--- config.mk ---
export PLATFORM = sky130hd
export DESIGN_NAME = mrt_mode_regs
export DESIGN_NICKNAME = d
export VERILOG_FILES = /design/src/hw/mrt_pkg.sv /design/src/hw/mrt_refresh_timer.sv /design/src/hw/mrt_mode_regs.sv
export SDC_FILE = /design/constraint.sdc
export NUM_CORES = 1
export LEC_CHECK = 0
export ABC_CLOCK_PERIOD_IN_PS = 2000
export BUFFER_PORTS_ARGS = -buffer_cell sky130_fd_sc_hd__buf_2
export CORE_UTILIZATION = 45
export CTS_CLUSTER_DIAMETER = 80
export DETAILED_ROUTE_END_ITERATION = 8
export GPL_TIMING_DRIVEN = 0
export PLACE_DENSITY = 0.74
export SLEW_MARGIN = 20
export SYNTH_ARGS = -nofsm -noshare
export SYNTH_HDL_FRONTEND = slang
export SYNTH_SLANG_ARGS = --single-unit
--- constraint.sdc ---
create_clock -name clk -period 2 [get_ports clk]
set_input_delay 0.1 -clock clk [delete_from_list [all_inputs] [get_ports clk]]
set_output_delay 0.1 -clock clk [all_outputs]
set_load 0.02 [all_outputs]
--- src/hw/mrt_pkg.sv ---
// package: constants for the mode-register two/three termination and refresh block
package mrt_pkg;
  // ---------------------------------------------------------------------------
  // register-port addresses (one per mode register, plus the status address)
  // ---------------------------------------------------------------------------
  localparam logic [3:0] MRT_ADDR_MODE_TWO = 4'h2;
  localparam logic [3:0] MRT_ADDR_MODE_THREE = 4'h3;
  localparam logic [3:0] MRT_ADDR_STAT = 4'h4;
  // ---------------------------------------------------------------------------
  // field positions
  // ---------------------------------------------------------------------------
  localparam int MRT_TWO_AUTO_BIT = 6;
  localparam int MRT_TWO_FORCED_BIT = 7;
  localparam int MRT_TWO_WRTERM_LO = 9;
  localparam int MRT_TWO_WRTERM_HI = 10;
  localparam int MRT_THREE_PATTERN_EN_BIT = 2;
  localparam logic [16:0] MRT_TWO_WMASK = 17'h006f8;
  localparam logic [16:0] MRT_THREE_WMASK = 17'h00007;
  // ---------------------------------------------------------------------------
  // reset values
  // ---------------------------------------------------------------------------
  localparam logic [16:0] MRT_TWO_RST = 17'h00000;
  localparam logic [16:0] MRT_THREE_RST = 17'h00000;
  // ---------------------------------------------------------------------------
  // termination select codes and refresh rate
  // ---------------------------------------------------------------------------
  localparam logic [2:0] MRT_NOM_OFF = 3'h0;
  localparam logic [1:0] MRT_WR_OFF = 2'h0;
  localparam logic [1:0] MRT_RATE_1X = 2'h1;
  localparam logic [1:0] MRT_RATE_2X = 2'h2;
  localparam logic [7:0] MRT_TEMP_LIMIT = 8'h55; // 85 degrees
  localparam logic [7:0] MRT_TEMP_MARGIN = 8'h03; // early switch allowed
  // ---------------------------------------------------------------------------
  // self-refresh period counts (1x rate base, 7.8 us at 40 MHz)
  // ---------------------------------------------------------------------------
  localparam int MRT_REF_PERIOD_NS = 7800;
  localparam int MRT_CLK_NS = 25;
  localparam int MRT_REF_CYC = MRT_REF_PERIOD_NS / MRT_CLK_NS;
  typedef enum logic [1:0] {
    MRT_TERM_NOM = 2'b00,
    MRT_TERM_WR = 2'b01,
    MRT_TERM_HIZ = 2'b10
  } mrt_term_t;
endpackage : mrt_pkg

--- src/hw/mrt_refresh_timer.sv ---
// file: self-refresh pulse generator at the 1x or 2x rate
`timescale 1ns/100ps
`default_nettype none
module mrt_refresh_timer #(
  parameter int PERIOD = mrt_pkg::MRT_REF_CYC
) (
  input wire logic clk,
  input wire logic rst_b,
  input wire logic enable,
  input wire logic double_rate,
  output logic tick
);
  logic [15:0] cnt_ff;
  logic [15:0] limit;
  // 2x rate halves the period; counter restarts whenever refresh is off
  assign limit = double_rate ? 16'(PERIOD / 2 - 1) : 16'(PERIOD - 1);
  always_ff @(posedge clk or negedge rst_b) begin
    if (!rst_b) begin
      cnt_ff <= 16'h0000;
      tick <= 1'b0;
    end else if (!enable) begin
      cnt_ff <= 16'h0000;
      tick <= 1'b0;
    end else if (cnt_ff >= limit) begin
      cnt_ff <= 16'h0000;
      tick <= 1'b1;
    end else begin
      cnt_ff <= cnt_ff + 16'h0001;
      tick <= 1'b0;
    end
  end
endmodule : mrt_refresh_timer
`default_nettype wire

--- src/hw/mrt_mode_regs.sv ---
// file: mode registers two and three with refresh rate and dynamic termination
//
// The register offsets and the plain strobed port were left to the implementer.
`timescale 1ns/100ps
`default_nettype none
// Functional notes
// - mode register two bit 6 enables automatic temperature-tracked refresh rate
// - automatic tracking and forced double rate both off give the single 1x self-refresh rate
// - automatic tracking on switches to 2x above 85 degrees
// - automatic tracking may switch early, below 85 degrees, without data loss
// - mode register two bit 7 enables forced double refresh rate
// - forced double rate always refreshes at 2x
// - bits 10:9 select write termination; nonzero enables dynamic termination
// - termination changes on the fly without another mode-set
// - write termination during a write burst, nominal after it ends
// - nominal termination disabled gives high impedance
// - dynamic termination only in writes, independent of nominal setting
// - no dynamic termination during write leveling
// - mode register three holds contents until rewritten
// - rewriting mode register three leaves array contents untouched
// - mode register three holds calibration pattern register controls
module mrt_mode_regs #(
  parameter int REF_PERIOD = mrt_pkg::MRT_REF_CYC
) (
  input wire logic clk,
  input wire logic rst_b,
  // register port
  input wire logic [3:0] reg_addr,
  input wire logic [16:0] reg_wdata,
  input wire logic reg_wr,
  input wire logic reg_rd,
  output logic [16:0] reg_rdata,
  // device state inputs (asynchronous to clk)
  input wire logic [7:0] case_temp,
  input wire logic self_refresh_req,
  input wire logic write_burst,
  input wire logic write_leveling,
  input wire logic [2:0] nominal_termination_value,
  // outputs
  output logic [1:0] term_sel,
  output logic [2:0] term_value,
  output logic refresh_tick,
  output logic refresh_double,
  output logic calibration_pattern_register_en,
  output logic [1:0] calibration_pattern_sel,
  output logic option_conflict
);
  // ---------------------------------------------------------------------------
  // input synchronisers
  // ---------------------------------------------------------------------------
  logic [7:0] temp_s1_ff;
  logic [7:0] temp_s2_ff;
  logic [2:0] ctl_s1_ff;
  logic [2:0] ctl_s2_ff;
  logic [2:0] nom_s1_ff;
  logic [2:0] nom_s2_ff;
  logic [7:0] temp_s3_ff;
  logic [7:0] temp_q_ff;
  logic [2:0] nom_s3_ff;
  logic [2:0] nom_q_ff;
  logic sref_s;
  logic wburst_s;
  logic wlevel_s;
  // first stage feeds only the second; pins are asynchronous to clk
  always_ff @(posedge clk or negedge rst_b) begin
    if (!rst_b) begin
      temp_s1_ff <= 8'h00;
      temp_s2_ff <= 8'h00;
      ctl_s1_ff <= 3'h0;
      ctl_s2_ff <= 3'h0;
      nom_s1_ff <= 3'h0;
      nom_s2_ff <= 3'h0;
    end else begin
      temp_s1_ff <= case_temp;
      temp_s2_ff <= temp_s1_ff;
      ctl_s1_ff <= {write_leveling, write_burst, self_refresh_req};
      ctl_s2_ff <= ctl_s1_ff;
      nom_s1_ff <= nominal_termination_value;
      nom_s2_ff <= nom_s1_ff;
    end
  end
  assign sref_s = ctl_s2_ff[0];
  assign wburst_s = ctl_s2_ff[1];
  assign wlevel_s = ctl_s2_ff[2];
  // a multi-bit word is taken only once two samples agree, so a word caught
  // mid-change on the pins never reaches the decode; costs two more cycles
  always_ff @(posedge clk or negedge rst_b) begin
    if (!rst_b) begin
      temp_s3_ff <= 8'h00;
      temp_q_ff <= 8'h00;
      nom_s3_ff <= 3'h0;
      nom_q_ff <= 3'h0;
    end else begin
      temp_s3_ff <= temp_s2_ff;
      nom_s3_ff <= nom_s2_ff;
      if (temp_s2_ff == temp_s3_ff) begin
        temp_q_ff <= temp_s2_ff;
      end
      if (nom_s2_ff == nom_s3_ff) begin
        nom_q_ff <= nom_s2_ff;
      end
    end
  end

  // ---------------------------------------------------------------------------
  // mode registers
  // ---------------------------------------------------------------------------
  logic [16:0] mode_register_two_ff;
  logic [16:0] mode_register_three_ff;
  // reserved bits are masked; the controller is expected to write them zero
  always_ff @(posedge clk or negedge rst_b) begin
    if (!rst_b) begin
      mode_register_two_ff <= mrt_pkg::MRT_TWO_RST;
    end else if (reg_wr && reg_addr == mrt_pkg::MRT_ADDR_MODE_TWO) begin
      mode_register_two_ff <= reg_wdata & mrt_pkg::MRT_TWO_WMASK;
    end
  end
  // held until the next write; no path touches array state
  always_ff @(posedge clk or negedge rst_b) begin
    if (!rst_b) begin
      mode_register_three_ff <= mrt_pkg::MRT_THREE_RST;
    end else if (reg_wr && reg_addr == mrt_pkg::MRT_ADDR_MODE_THREE) begin
      mode_register_three_ff <= reg_wdata & mrt_pkg::MRT_THREE_WMASK;
    end
  end

  // ---------------------------------------------------------------------------
  // decoded fields
  // ---------------------------------------------------------------------------
  logic auto_temp_refresh_rate;
  logic forced_double_refresh_rate;
  logic [1:0] write_termination_value;
  logic dyn_term_en;
  assign auto_temp_refresh_rate =
    mode_register_two_ff[mrt_pkg::MRT_TWO_AUTO_BIT];
  assign forced_double_refresh_rate =
    mode_register_two_ff[mrt_pkg::MRT_TWO_FORCED_BIT];
  assign write_termination_value = mode_register_two_ff[
    mrt_pkg::MRT_TWO_WRTERM_HI:mrt_pkg::MRT_TWO_WRTERM_LO];
  assign dyn_term_en = write_termination_value != mrt_pkg::MRT_WR_OFF;
  // illegal combination is flagged, forced option then takes precedence
  assign option_conflict =
    auto_temp_refresh_rate && forced_double_refresh_rate;

  // ---------------------------------------------------------------------------
  // calibration pattern register controls
  // ---------------------------------------------------------------------------
  assign calibration_pattern_register_en =
    mode_register_three_ff[mrt_pkg::MRT_THREE_PATTERN_EN_BIT];
  assign calibration_pattern_sel = mode_register_three_ff[1:0];

  // ---------------------------------------------------------------------------
  // self-refresh rate selection
  // ---------------------------------------------------------------------------
  logic hot;
  logic nxt_double;
  logic double_ff;
  // switch a little early so the 2x rate is in place before 85 degrees
  assign hot = temp_q_ff >
    (mrt_pkg::MRT_TEMP_LIMIT - mrt_pkg::MRT_TEMP_MARGIN);
  always_comb begin
    if (forced_double_refresh_rate) begin
      nxt_double = 1'b1;
    end else if (auto_temp_refresh_rate) begin
      nxt_double = hot;
    end else begin
      nxt_double = 1'b0;
    end
  end
  // rate only changes between ticks via the timer's own limit compare
  always_ff @(posedge clk or negedge rst_b) begin
    if (!rst_b) begin
      double_ff <= 1'b0;
    end else begin
      double_ff <= nxt_double;
    end
  end
  assign refresh_double = double_ff;

  mrt_refresh_timer #(
    .PERIOD(REF_PERIOD)
  ) u_timer (
    .clk(clk),
    .rst_b(rst_b),
    .enable(sref_s),
    .double_rate(double_ff),
    .tick(refresh_tick)
  );

  // ---------------------------------------------------------------------------
  // termination selection
  // ---------------------------------------------------------------------------
  logic nom_off;
  mrt_pkg::mrt_term_t nxt_term;
  mrt_pkg::mrt_term_t term_ff;
  logic [2:0] term_value_ff;
  assign nom_off = nom_q_ff == mrt_pkg::MRT_NOM_OFF;
  // dynamic switch is independent of nominal setting, blocked when leveling
  always_comb begin
    if (dyn_term_en && wburst_s && !wlevel_s) begin
      nxt_term = mrt_pkg::MRT_TERM_WR;
    end else if (nom_off) begin
      nxt_term = mrt_pkg::MRT_TERM_HIZ;
    end else begin
      nxt_term = mrt_pkg::MRT_TERM_NOM;
    end
  end
  // registered so term_sel and term_value always agree cycle by cycle
  always_ff @(posedge clk or negedge rst_b) begin
    if (!rst_b) begin
      term_ff <= mrt_pkg::MRT_TERM_HIZ;
      term_value_ff <= 3'h0;
    end else begin
      term_ff <= nxt_term;
      unique case (nxt_term)
        mrt_pkg::MRT_TERM_WR: term_value_ff <= {1'b0, write_termination_value};
        mrt_pkg::MRT_TERM_NOM: term_value_ff <= nom_q_ff;
        default: term_value_ff <= 3'h0;
      endcase
    end
  end
  assign term_sel = term_ff;
  assign term_value = term_value_ff;

  // ---------------------------------------------------------------------------
  // register read port: data one cycle after the strobe
  // ---------------------------------------------------------------------------
  always_ff @(posedge clk or negedge rst_b) begin
    if (!rst_b) begin
      reg_rdata <= 17'h00000;
    end else if (reg_rd) begin
      unique case (reg_addr)
        mrt_pkg::MRT_ADDR_MODE_TWO: reg_rdata <= mode_register_two_ff;
        mrt_pkg::MRT_ADDR_MODE_THREE: reg_rdata <= mode_register_three_ff;
        mrt_pkg::MRT_ADDR_STAT: reg_rdata <= {12'h000, option_conflict,
          wlevel_s, double_ff, term_ff};
        default: reg_rdata <= 17'h00000;
      endcase
    end else begin
      reg_rdata <= 17'h00000;
    end
  end

  // ---------------------------------------------------------------------------
  // assertions
  // ---------------------------------------------------------------------------
  property p_forced_double;
    @(posedge clk) disable iff (!rst_b)
    forced_double_refresh_rate |=> refresh_double;
  endproperty
  a_forced_double: assert property (p_forced_double)
    else $error("forced option did not give 2x rate");
  property p_single_rate;
    @(posedge clk) disable iff (!rst_b)
    (!forced_double_refresh_rate && !auto_temp_refresh_rate)
      |=> !refresh_double;
  endproperty
  a_single_rate: assert property (p_single_rate)
    else $error("2x rate with both options off");
  property p_auto_hot;
    @(posedge clk) disable iff (!rst_b)
    (auto_temp_refresh_rate && temp_q_ff > mrt_pkg::MRT_TEMP_LIMIT)
      |=> refresh_double;
  endproperty
  a_auto_hot: assert property (p_auto_hot)
    else $error("auto tracking stayed 1x above limit");
  property p_wr_term;
    @(posedge clk) disable iff (!rst_b)
    (dyn_term_en && wburst_s && !wlevel_s)
      |=> term_sel == mrt_pkg::MRT_TERM_WR;
  endproperty
  a_wr_term: assert property (p_wr_term)
    else $error("write termination not applied in burst");
  property p_no_wr_term_idle;
    @(posedge clk) disable iff (!rst_b)
    !wburst_s |=> term_sel != mrt_pkg::MRT_TERM_WR;
  endproperty
  a_no_wr_term_idle: assert property (p_no_wr_term_idle)
    else $error("write termination outside a write");
  property p_leveling;
    @(posedge clk) disable iff (!rst_b)
    wlevel_s |=> term_sel != mrt_pkg::MRT_TERM_WR;
  endproperty
  a_leveling: assert property (p_leveling)
    else $error("dynamic termination during leveling");
  property p_hiz;
    @(posedge clk) disable iff (!rst_b)
    (nom_off && !(dyn_term_en && wburst_s && !wlevel_s))
      |=> term_sel == mrt_pkg::MRT_TERM_HIZ && term_value == 3'h0;
  endproperty
  a_hiz: assert property (p_hiz)
    else $error("nominal off did not give high impedance");
  property p_mr3_hold;
    @(posedge clk) disable iff (!rst_b)
    !(reg_wr && reg_addr == mrt_pkg::MRT_ADDR_MODE_THREE)
      |=> $stable(mode_register_three_ff);
  endproperty
  a_mr3_hold: assert property (p_mr3_hold)
    else $error("register three changed without a write");
  property p_dyn_enable;
    @(posedge clk) disable iff (!rst_b)
    (write_termination_value == mrt_pkg::MRT_WR_OFF)
      |=> term_sel != mrt_pkg::MRT_TERM_WR;
  endproperty
  a_dyn_enable: assert property (p_dyn_enable)
    else $error("write termination with zero select");
  property p_auto_cold;
    @(posedge clk) disable iff (!rst_b)
    (auto_temp_refresh_rate && !forced_double_refresh_rate &&
      temp_q_ff <= (mrt_pkg::MRT_TEMP_LIMIT - mrt_pkg::MRT_TEMP_MARGIN))
      |=> !refresh_double;
  endproperty
  a_auto_cold: assert property (p_auto_cold)
    else $error("auto tracking went 2x while cool");
  property p_wr_value;
    @(posedge clk) disable iff (!rst_b)
    (dyn_term_en && wburst_s && !wlevel_s)
      |=> term_value == {1'b0, $past(write_termination_value)};
  endproperty
  a_wr_value: assert property (p_wr_value)
    else $error("write termination code not applied");
  property p_nom_value;
    @(posedge clk) disable iff (!rst_b)
    (!nom_off && !(dyn_term_en && wburst_s && !wlevel_s))
      |=> term_sel == mrt_pkg::MRT_TERM_NOM &&
        term_value == $past(nom_q_ff);
  endproperty
  a_nom_value: assert property (p_nom_value)
    else $error("nominal termination not restored");
  property p_two_hold;
    @(posedge clk) disable iff (!rst_b)
    !(reg_wr && reg_addr == mrt_pkg::MRT_ADDR_MODE_TWO)
      |=> $stable(mode_register_two_ff);
  endproperty
  a_two_hold: assert property (p_two_hold)
    else $error("register two changed without a write");
  property p_tick_pulse;
    @(posedge clk) disable iff (!rst_b)
    refresh_tick |=> !refresh_tick;
  endproperty
  a_tick_pulse: assert property (p_tick_pulse)
    else $error("refresh tick longer than one cycle");
  property p_no_tick_idle;
    @(posedge clk) disable iff (!rst_b)
    !sref_s |=> !refresh_tick;
  endproperty
  a_no_tick_idle: assert property (p_no_tick_idle)
    else $error("refresh tick outside self refresh");
  property p_two_reserved;
    @(posedge clk) disable iff (!rst_b)
    (mode_register_two_ff & ~mrt_pkg::MRT_TWO_WMASK) == 17'h00000;
  endproperty
  a_two_reserved: assert property (p_two_reserved)
    else $error("reserved register two bit stored");
endmodule : mrt_mode_regs
`default_nettype wire

==> results of run 1 <==
[kinds of logic after synthesis]
logic type | count (synthesis)
other | 1
multiplexers | 20
buffers and inverters | 14
flip-flops | 93
AND/OR/NAND/NOR | 57
XOR/XNOR | 18
AO/OA/AOI/OAI | 21
adder cells (fa/ha/maj) | 6
[critical path, delay by kind of cell, from the launching register on]
family	cells	cell delay, ps
DFF	1	450
and+or+nand+nor	3	750
AOI/OAI and AO/OA	1	90
buffers and inverters	2	310
adders and majority gates	1	280
[where the power goes]
part | internal [uW] | switching, uW
combinational | 239 | 242
sequential | 2040 | 99.9
clock | 467 | 658
total | 2750 | 1000
[how the worst min path moves through the flow]
stage          slack [ps]                    startpoint                 endpoint
3_5_place_dp          150                         rst_b        u_timer.cnt_ff[3]
6_report               80                        reg_rd             reg_rdata[0]
3_3_place_gp          210  nominal_termination_value[0]             nom_s1_ff[0]
5_1_grt                50                        reg_rd             reg_rdata[1]
4_1_cts               0.9                  reg_wdata[6]  mode_register_two_ff[6]
2_1_floorplan        -200                         rst_b             ctl_s1_ff[0]
[per-layer routing]
layer / track usage / up-vias / part of all wire
met5: 0 / - / 0
met4: 0.0616 / 0 / 0.014
met3: 0.0728 / 7 / 0.041
met2: 0.266 / 42 / 0.52
met1: 0.189 / 996 / 0.42
li1: - / 973 / -
[layout make-up]
| type | instances | area, um^2 | share of cell area |
|---|---|---|---|
| flip-flops and latches | 93 | 2330 | 0.541 |
| multi-input cells | 135 | 1030 | 0.240 |
| repair buffers | 81 | 559 | 0.130 |
| clock buffers | 9 | 124 | 0.0288 |
| well taps | 99 | 124 | 0.0288 |
| plain buffers | 8 | 63.8 | 0.0148 |
| clock inverters | 6 | 51.3 | 0.0119 |
| inverters | 6 | 22.5 | 0.00523 |
[synth_stat cells (all sizes together)]
cell type / instances / share of area
or3: 1 / 0.0019
or4b: 1 / 0.0030
xor2: 11 / 0.029
inv: 6 / 0.0067
nand3: 6 / 0.0089
a21oi: 4 / 0.0070
buf: 8 / 0.019
nor2b: 8 / 0.015
mux2: 20 / 0.067
nor3: 3 / 0.0044
dfstp: 1 / 0.0078
nor2: 13 / 0.023
and3: 5 / 0.0093
and2: 1 / 0.0019
a22oi: 5 / 0.011
a22o: 1 / 0.0026
o21a: 1 / 0.0022
xnor2: 7 / 0.018
dfrtp: 92 / 0.68
a31oi: 1 / 0.0019
and4bb: 1 / 0.0037
nor4: 5 / 0.013
o31a: 1 / 0.0030
a211oi: 2 / 0.0044
nand2: 9 / 0.010
nand4b: 1 / 0.0026
o21ai: 6 / 0.0089
nor4b: 2 / 0.0096
nand2b: 1 / 0.0019
ha: 6 / 0.022
conb: 1 / 0.0011
[through the flow]
step | util | hold slack, ps | area, um^2 | instances
finish | 0.594 | 79.3 | 4310 | 437
detailed placement | 0.528 | 148 | 3830 | 394
global route | 0.594 | 54.5 | 4310 | 437
global placement | 0.525 | 208 | 3810 | 393
CTS | 0.585 | 0.880 | 4250 | 433
floorplan | - | -196 | 3420 | 242
[flip-flops by register name, indices dropped and copies added, names as in the netlist]
| register | count |
|---|---|
| u_timer.cnt_ff | 16 |
| nom_s3_ff | 3 |
| temp_s3_ff | 8 |
| ctl_s1_ff | 3 |
| mode_register_two_ff | 7 |
| ctl_s2_ff | 3 |
| reg_rdata | 10 |
| temp_s1_ff | 8 |
| term_value | 3 |
| temp_q_ff | 8 |
| temp_s2_ff | 8 |
| nom_s1_ff | 3 |
| mode_register_three_ff | 3 |
| nom_s2_ff | 3 |
| u_timer.tick | 1 |
| nom_q_ff | 3 |
| refresh_double | 1 |
| term_sel | 2 |
[repair_timing]
action                     CTS  global route
setup endpoints to repair   10            10
buffers inserted             0             2
gates resized for setup      1             7
hold endpoints to repair    70             1
hold buffers                24             1
gates cloned                 0             1
pin swaps                    0             1
==> results.json, run 1 <==
{
  "drive_gt1_frac": 0.355,
  "clockBufferDepth": 2,
  "area_growth_pct": 27.5,
  "worstSetupEndpoint": "u_timer.cnt_ff[8]",
  "grt_max_degree": 49,
  "layout_commonest_cell": "dfrtp_1",
  "cts_made_buffers": 9,
  "htreeDepth": 3,
  "grt_usage": 0.163,
  "r2r-start": "refresh_double",
  "ioPinCount": 67,
  "r2r_cells": 7,
  "antenna_cells": 0,
  "synthSimpleGateAreaFrac": 0.107,
  "root_buffer": "clkbuf_8",
  "portBuffers": 52,
  "n_fill_cell": 607,
  "reg2reg_setup_slack_ps": 50,
  "syn_area_um2": 3380,
  "fin_crit_sh": 0.973,
  "cp.arrival_ps": 2230,
  "hold-path-cell-count": 2,
  "skew_ps": 14.1,
  "maxCapViolCount": 0,
  "num_rows": 31,
  "grt_overflow_total": 0,
  "ys_ff_latch": 93,
  "synth_top_family_by_area": "simple AND/OR/NAND/NOR gates",
  "chipHeight_um": 88.6,
  "status": "complete, no violations",
  "die_area_um2": 7860,
  "drt_iter0_markers": 50,
  "clk_latency_ps": 360,
  "grt_antenna_before_repair": 0,
  "synth-compound-area-share": 0.0411,
  "rsz0062_at_grt": "false",
  "cp.required_ps": 2290,
  "max_slew_margin": 0.409,
  "syn_area_per_cell_um2": 14.7,
  "worst_slew_pin_slew_ps": 874,
  "synth_xor_area_frac": 0.0467,
  "finalSetupViolCount": 0,
  "wire_per_inst_um": 13.0,
  "seq_area_frac_synth": 0.689,
  "cts.sinks": 93,
  "num_vias": 2018,
  "chipWidth_um": 88.6,
  "ys_types": 37,
  "path_clk_slew_ps": 80,
  "vias_per_cell": 4.62,
  "fin_nets": 379,
  "totalWireLength_mm": 5.70,
  "tritoncts": "built",
  "setup_tns_ps": 0,
  "crit_fanout": 5,
  "p_leak_uw": 0.00201,
  "slowest_stage": "or4b_4",
  "r2r_end": "u_timer.cnt_ff[8]",
  "dp.final_hpwl_mm": 3.84,
  "period_needed_ps": 1950,
  "crit_start": "refresh_double",
  "core-area_um2": 7250,
  "power_density_nw_per_um2": 871,
  "startpoint_type": "register",
  "path_class": "reg -> reg",
  "drc": 0,
  "drv_slew": 0,
  "hold_viol": 0,
  "grt_pass1_wl_mm": 9.16,
  "first_pass_iters": 4,
  "setup_slack_ps": 54.4,
  "gp_congestion": 0.744,
  "ant_nets": 0,
  "critPathMaxStageDelay_ps": 560,
  "dp_slack_ps": -45.9,
  "synth_mux_area_frac": 0.0667,
  "syn_inst": 230,
  "path_cells": "buf_4 > ha_1 > nand3_1 > a211oi_2 > or4b_4 > buf_6 > nor2_2",
  "irDropWorstVdd_uv": 496,
  "yosys.area_share.adder": 0.0222,
  "start_util": 0.466,
  "endpoint_kind": "register",
  "report.power.total_uw": 3750,
  "ys.warnings.count": 0,
  "fmax_ghz": 0.514,
  "grt_pass1_vias": 2013,
  "min_path_type": "in -> reg",
  "final_cell_mix": "91 x dfrtp_1, 51 x buf_2, 25 x dlygate4sd3_1"
}
No activity file was read; power rests on OpenSTA's default activity.
==> inputs of run 2 (changes only) <==
- BUFFER_PORTS_ARGS: -buffer_cell sky130_fd_sc_hd__buf_2 -> -buffer_cell sky130_fd_sc_hd__buf_4
==> run 2 against run 1 <==
- die area stayed put
- first-iteration DRC count is 110% higher
- via count is 2.4% higher
- fmax is 0.24% higher
- routed wire length is 0.30% lower
==> results.json, run 2 (synthesis results as in run 1) <==
{
  "status": "complete, no violations",
  "first_pass_iters": 4,
  "path_clk_slew_ps": 80,
  "cp.arrival_ps": 2230,
  "report.power.total_uw": 3780,
  "worst_slew_pin_slew_ps": 881,
  "fmax_ghz": 0.515,
  "final_cell_mix": "91 x dfrtp_1, 62 x buf_4, 25 x dlygate4sd3_1",
  "num_rows": 31,
  "setup_tns_ps": 0,
  "ioPinCount": 67,
  "irDropWorstVdd_uv": 577,
  "num_vias": 2067,
  "placed_area_um2": 3940,
  "cts_made_buffers": 9,
  "grt_max_degree": 94,
  "grt_pass1_vias": 2104,
  "n_fill_cell": 587,
  "clockBufferDepth": 2,
  "period_needed_ps": 1940,
  "drv_slew": 0,
  "largest_register_ffs": 16,
  "drt_iter0_markers": 103,
  "clk_latency_ps": 350,
  "ant_nets": 0,
  "regArea_um2": 2330,
  "grt_pass1_wl_mm": 9.39,
  "drc": 0,
  "grt_overflow_total": 0,
  "min_path_type": "in -> reg",
  "p_leak_uw": 0.00204,
  "totalWireLength_mm": 5.68,
  "antenna_cells": 0,
  "tritoncts": "built",
  "fin_cells": 437,
  "multi_input_comb_area_um2": 1030,
  "start_util": 0.466,
  "chipHeight_um": 88.6,
  "cp.required_ps": 2280,
  "startpoint_type": "register",
  "wire_per_inst_um": 13.0,
  "endpoint_kind": "register",
  "portBuffers": 52,
  "power.share.sequential": 0.569,
  "gp_congestion": 0.736,
  "largestRegisters": "u_timer.cnt_ff: 16 flops, reg_rdata: 10 flops",
  "root_buffer": "clkbuf_8",
  "dp_cells": 393,
  "switching_share": 0.255,
  "p_switching_uw": 963,
  "die_area_um2": 7860,
  "grt_antenna_before_repair": 0,
  "combPwrFrac": 0.142,
  "fin_nets": 379,
  "final_area_um2": 4420,
  "chipWidth_um": 88.6,
  "vias_per_cell": 4.73,
  "path_class": "reg -> reg",
  "clock_power_share": 0.289,
  "cellInternalPower_uw": 2810,
  "cts.sinks": 93,
  "maxCapViolCount": 0,
  "rsz0062_at_grt": "false",
  "core-area_um2": 7250,
  "grt_usage": 0.164,
  "dp.final_hpwl_mm": 3.68,
  "max_slew_margin": 0.404,
  "area_growth_pct": 30.9,
  "hold_viol": 0,
  "fin_crit_sh": 0.970,
  "crit_fanout": 5,
  "skew_ps": 7.28,
  "drive_gt1_frac": 0.358,
  "largest_register": "u_timer.cnt_ff",
  "power_density_nw_per_um2": 854,
  "finalSetupViolCount": 0,
  "htreeDepth": 3,
  "layout_commonest_cell": "dfrtp_1"
}
==> run 2: cell types whose count changed in the layout (fill, tap and decap cells not counted) <==
cell and change:
buf_4 +52, buf_2 -51, inv_6 -5, clkinv_4 +2, buf_12 -1, clkbuf_8 +1, clkinv_2 +1, clkinvlp_4 +1
inv_1 -1, inv_2 +1
==> run 2: final cells by class <==
type,instances,area share
timing repair buffer,81,0.152
tap,99,0.0280
clock inverter,5,0.00849
multi-input combinational,135,0.234
clock buffer,10,0.0311
buffer,8,0.0144
inverter,6,0.00509
sequential,93,0.527
==> run 2: power groups by stage <==
stage / Sequential (uW) / Combinational [uW] / Clock (uW)
after CTS: 2150 / 521 / 1130
final: 2150 / 534 / 1090
after detailed placement: 2190 / 456 / 0
after global routing: 2170 / 597 / 1230
after floorplan: 2220 / 199 / 0
after global placement: 2180 / 442 / 0
==> run 2: final timing paths <==
check | from | end | slack (ps) | depth (start not counted)
max | refresh_double | u_timer.cnt_ff[2] | 60 | 7
min | reg_rd | reg_rdata[0] | 50 | 2
max reg2reg | refresh_double | u_timer.cnt_ff[2] | 60 | 7
min reg2reg | ctl_s1_ff[1] | ctl_s2_ff[1] | 350 | 0
max in group asynchronous | rst_b | refresh_double | 1040 | 2
min in group asynchronous | rst_b | u_timer.cnt_ff[4] | 390 | 2
==> run 2: worst max-delay path, stage by stage (launching register included) <==
cell      delay (ps)
dfrtp_2          460
buf_4            150
ha_1             280
nand3_1           80
a211oi_2          80
or4b_4           540
buf_4            190
nor2_4            90
==> run 2: through the flow <==
stage                util  setup slack [ps]  hold WS [ps]
global route        0.610              2.80          39.0
detailed placement  0.543             -74.1           211
CTS                 0.604              26.9          30.9
floorplan               -              14.9          -196
global placement    0.543             -1.66           209
finish              0.610              59.0          53.7
==> run 2: timing repair <==
action | 4_1_cts | 5_1_grt
gates cloned | 0 | 1
setup endpoints to repair | 10 | 10
buffers inserted | 2 | 1
gates resized for setup | 1 | 7
hold endpoints to repair | 39 | 0
hold buffers | 25 | 0
pin swaps | 0 | 1
==> run 2: per-layer routing <==
layer	track usage	vias up	share of wire
met3	0.0569	11	0.046
met4	0.0660	0	0.017
met5	0	-	0
met1	0.198	1031	0.42
li1	-	974	-
met2	0.269	51	0.52
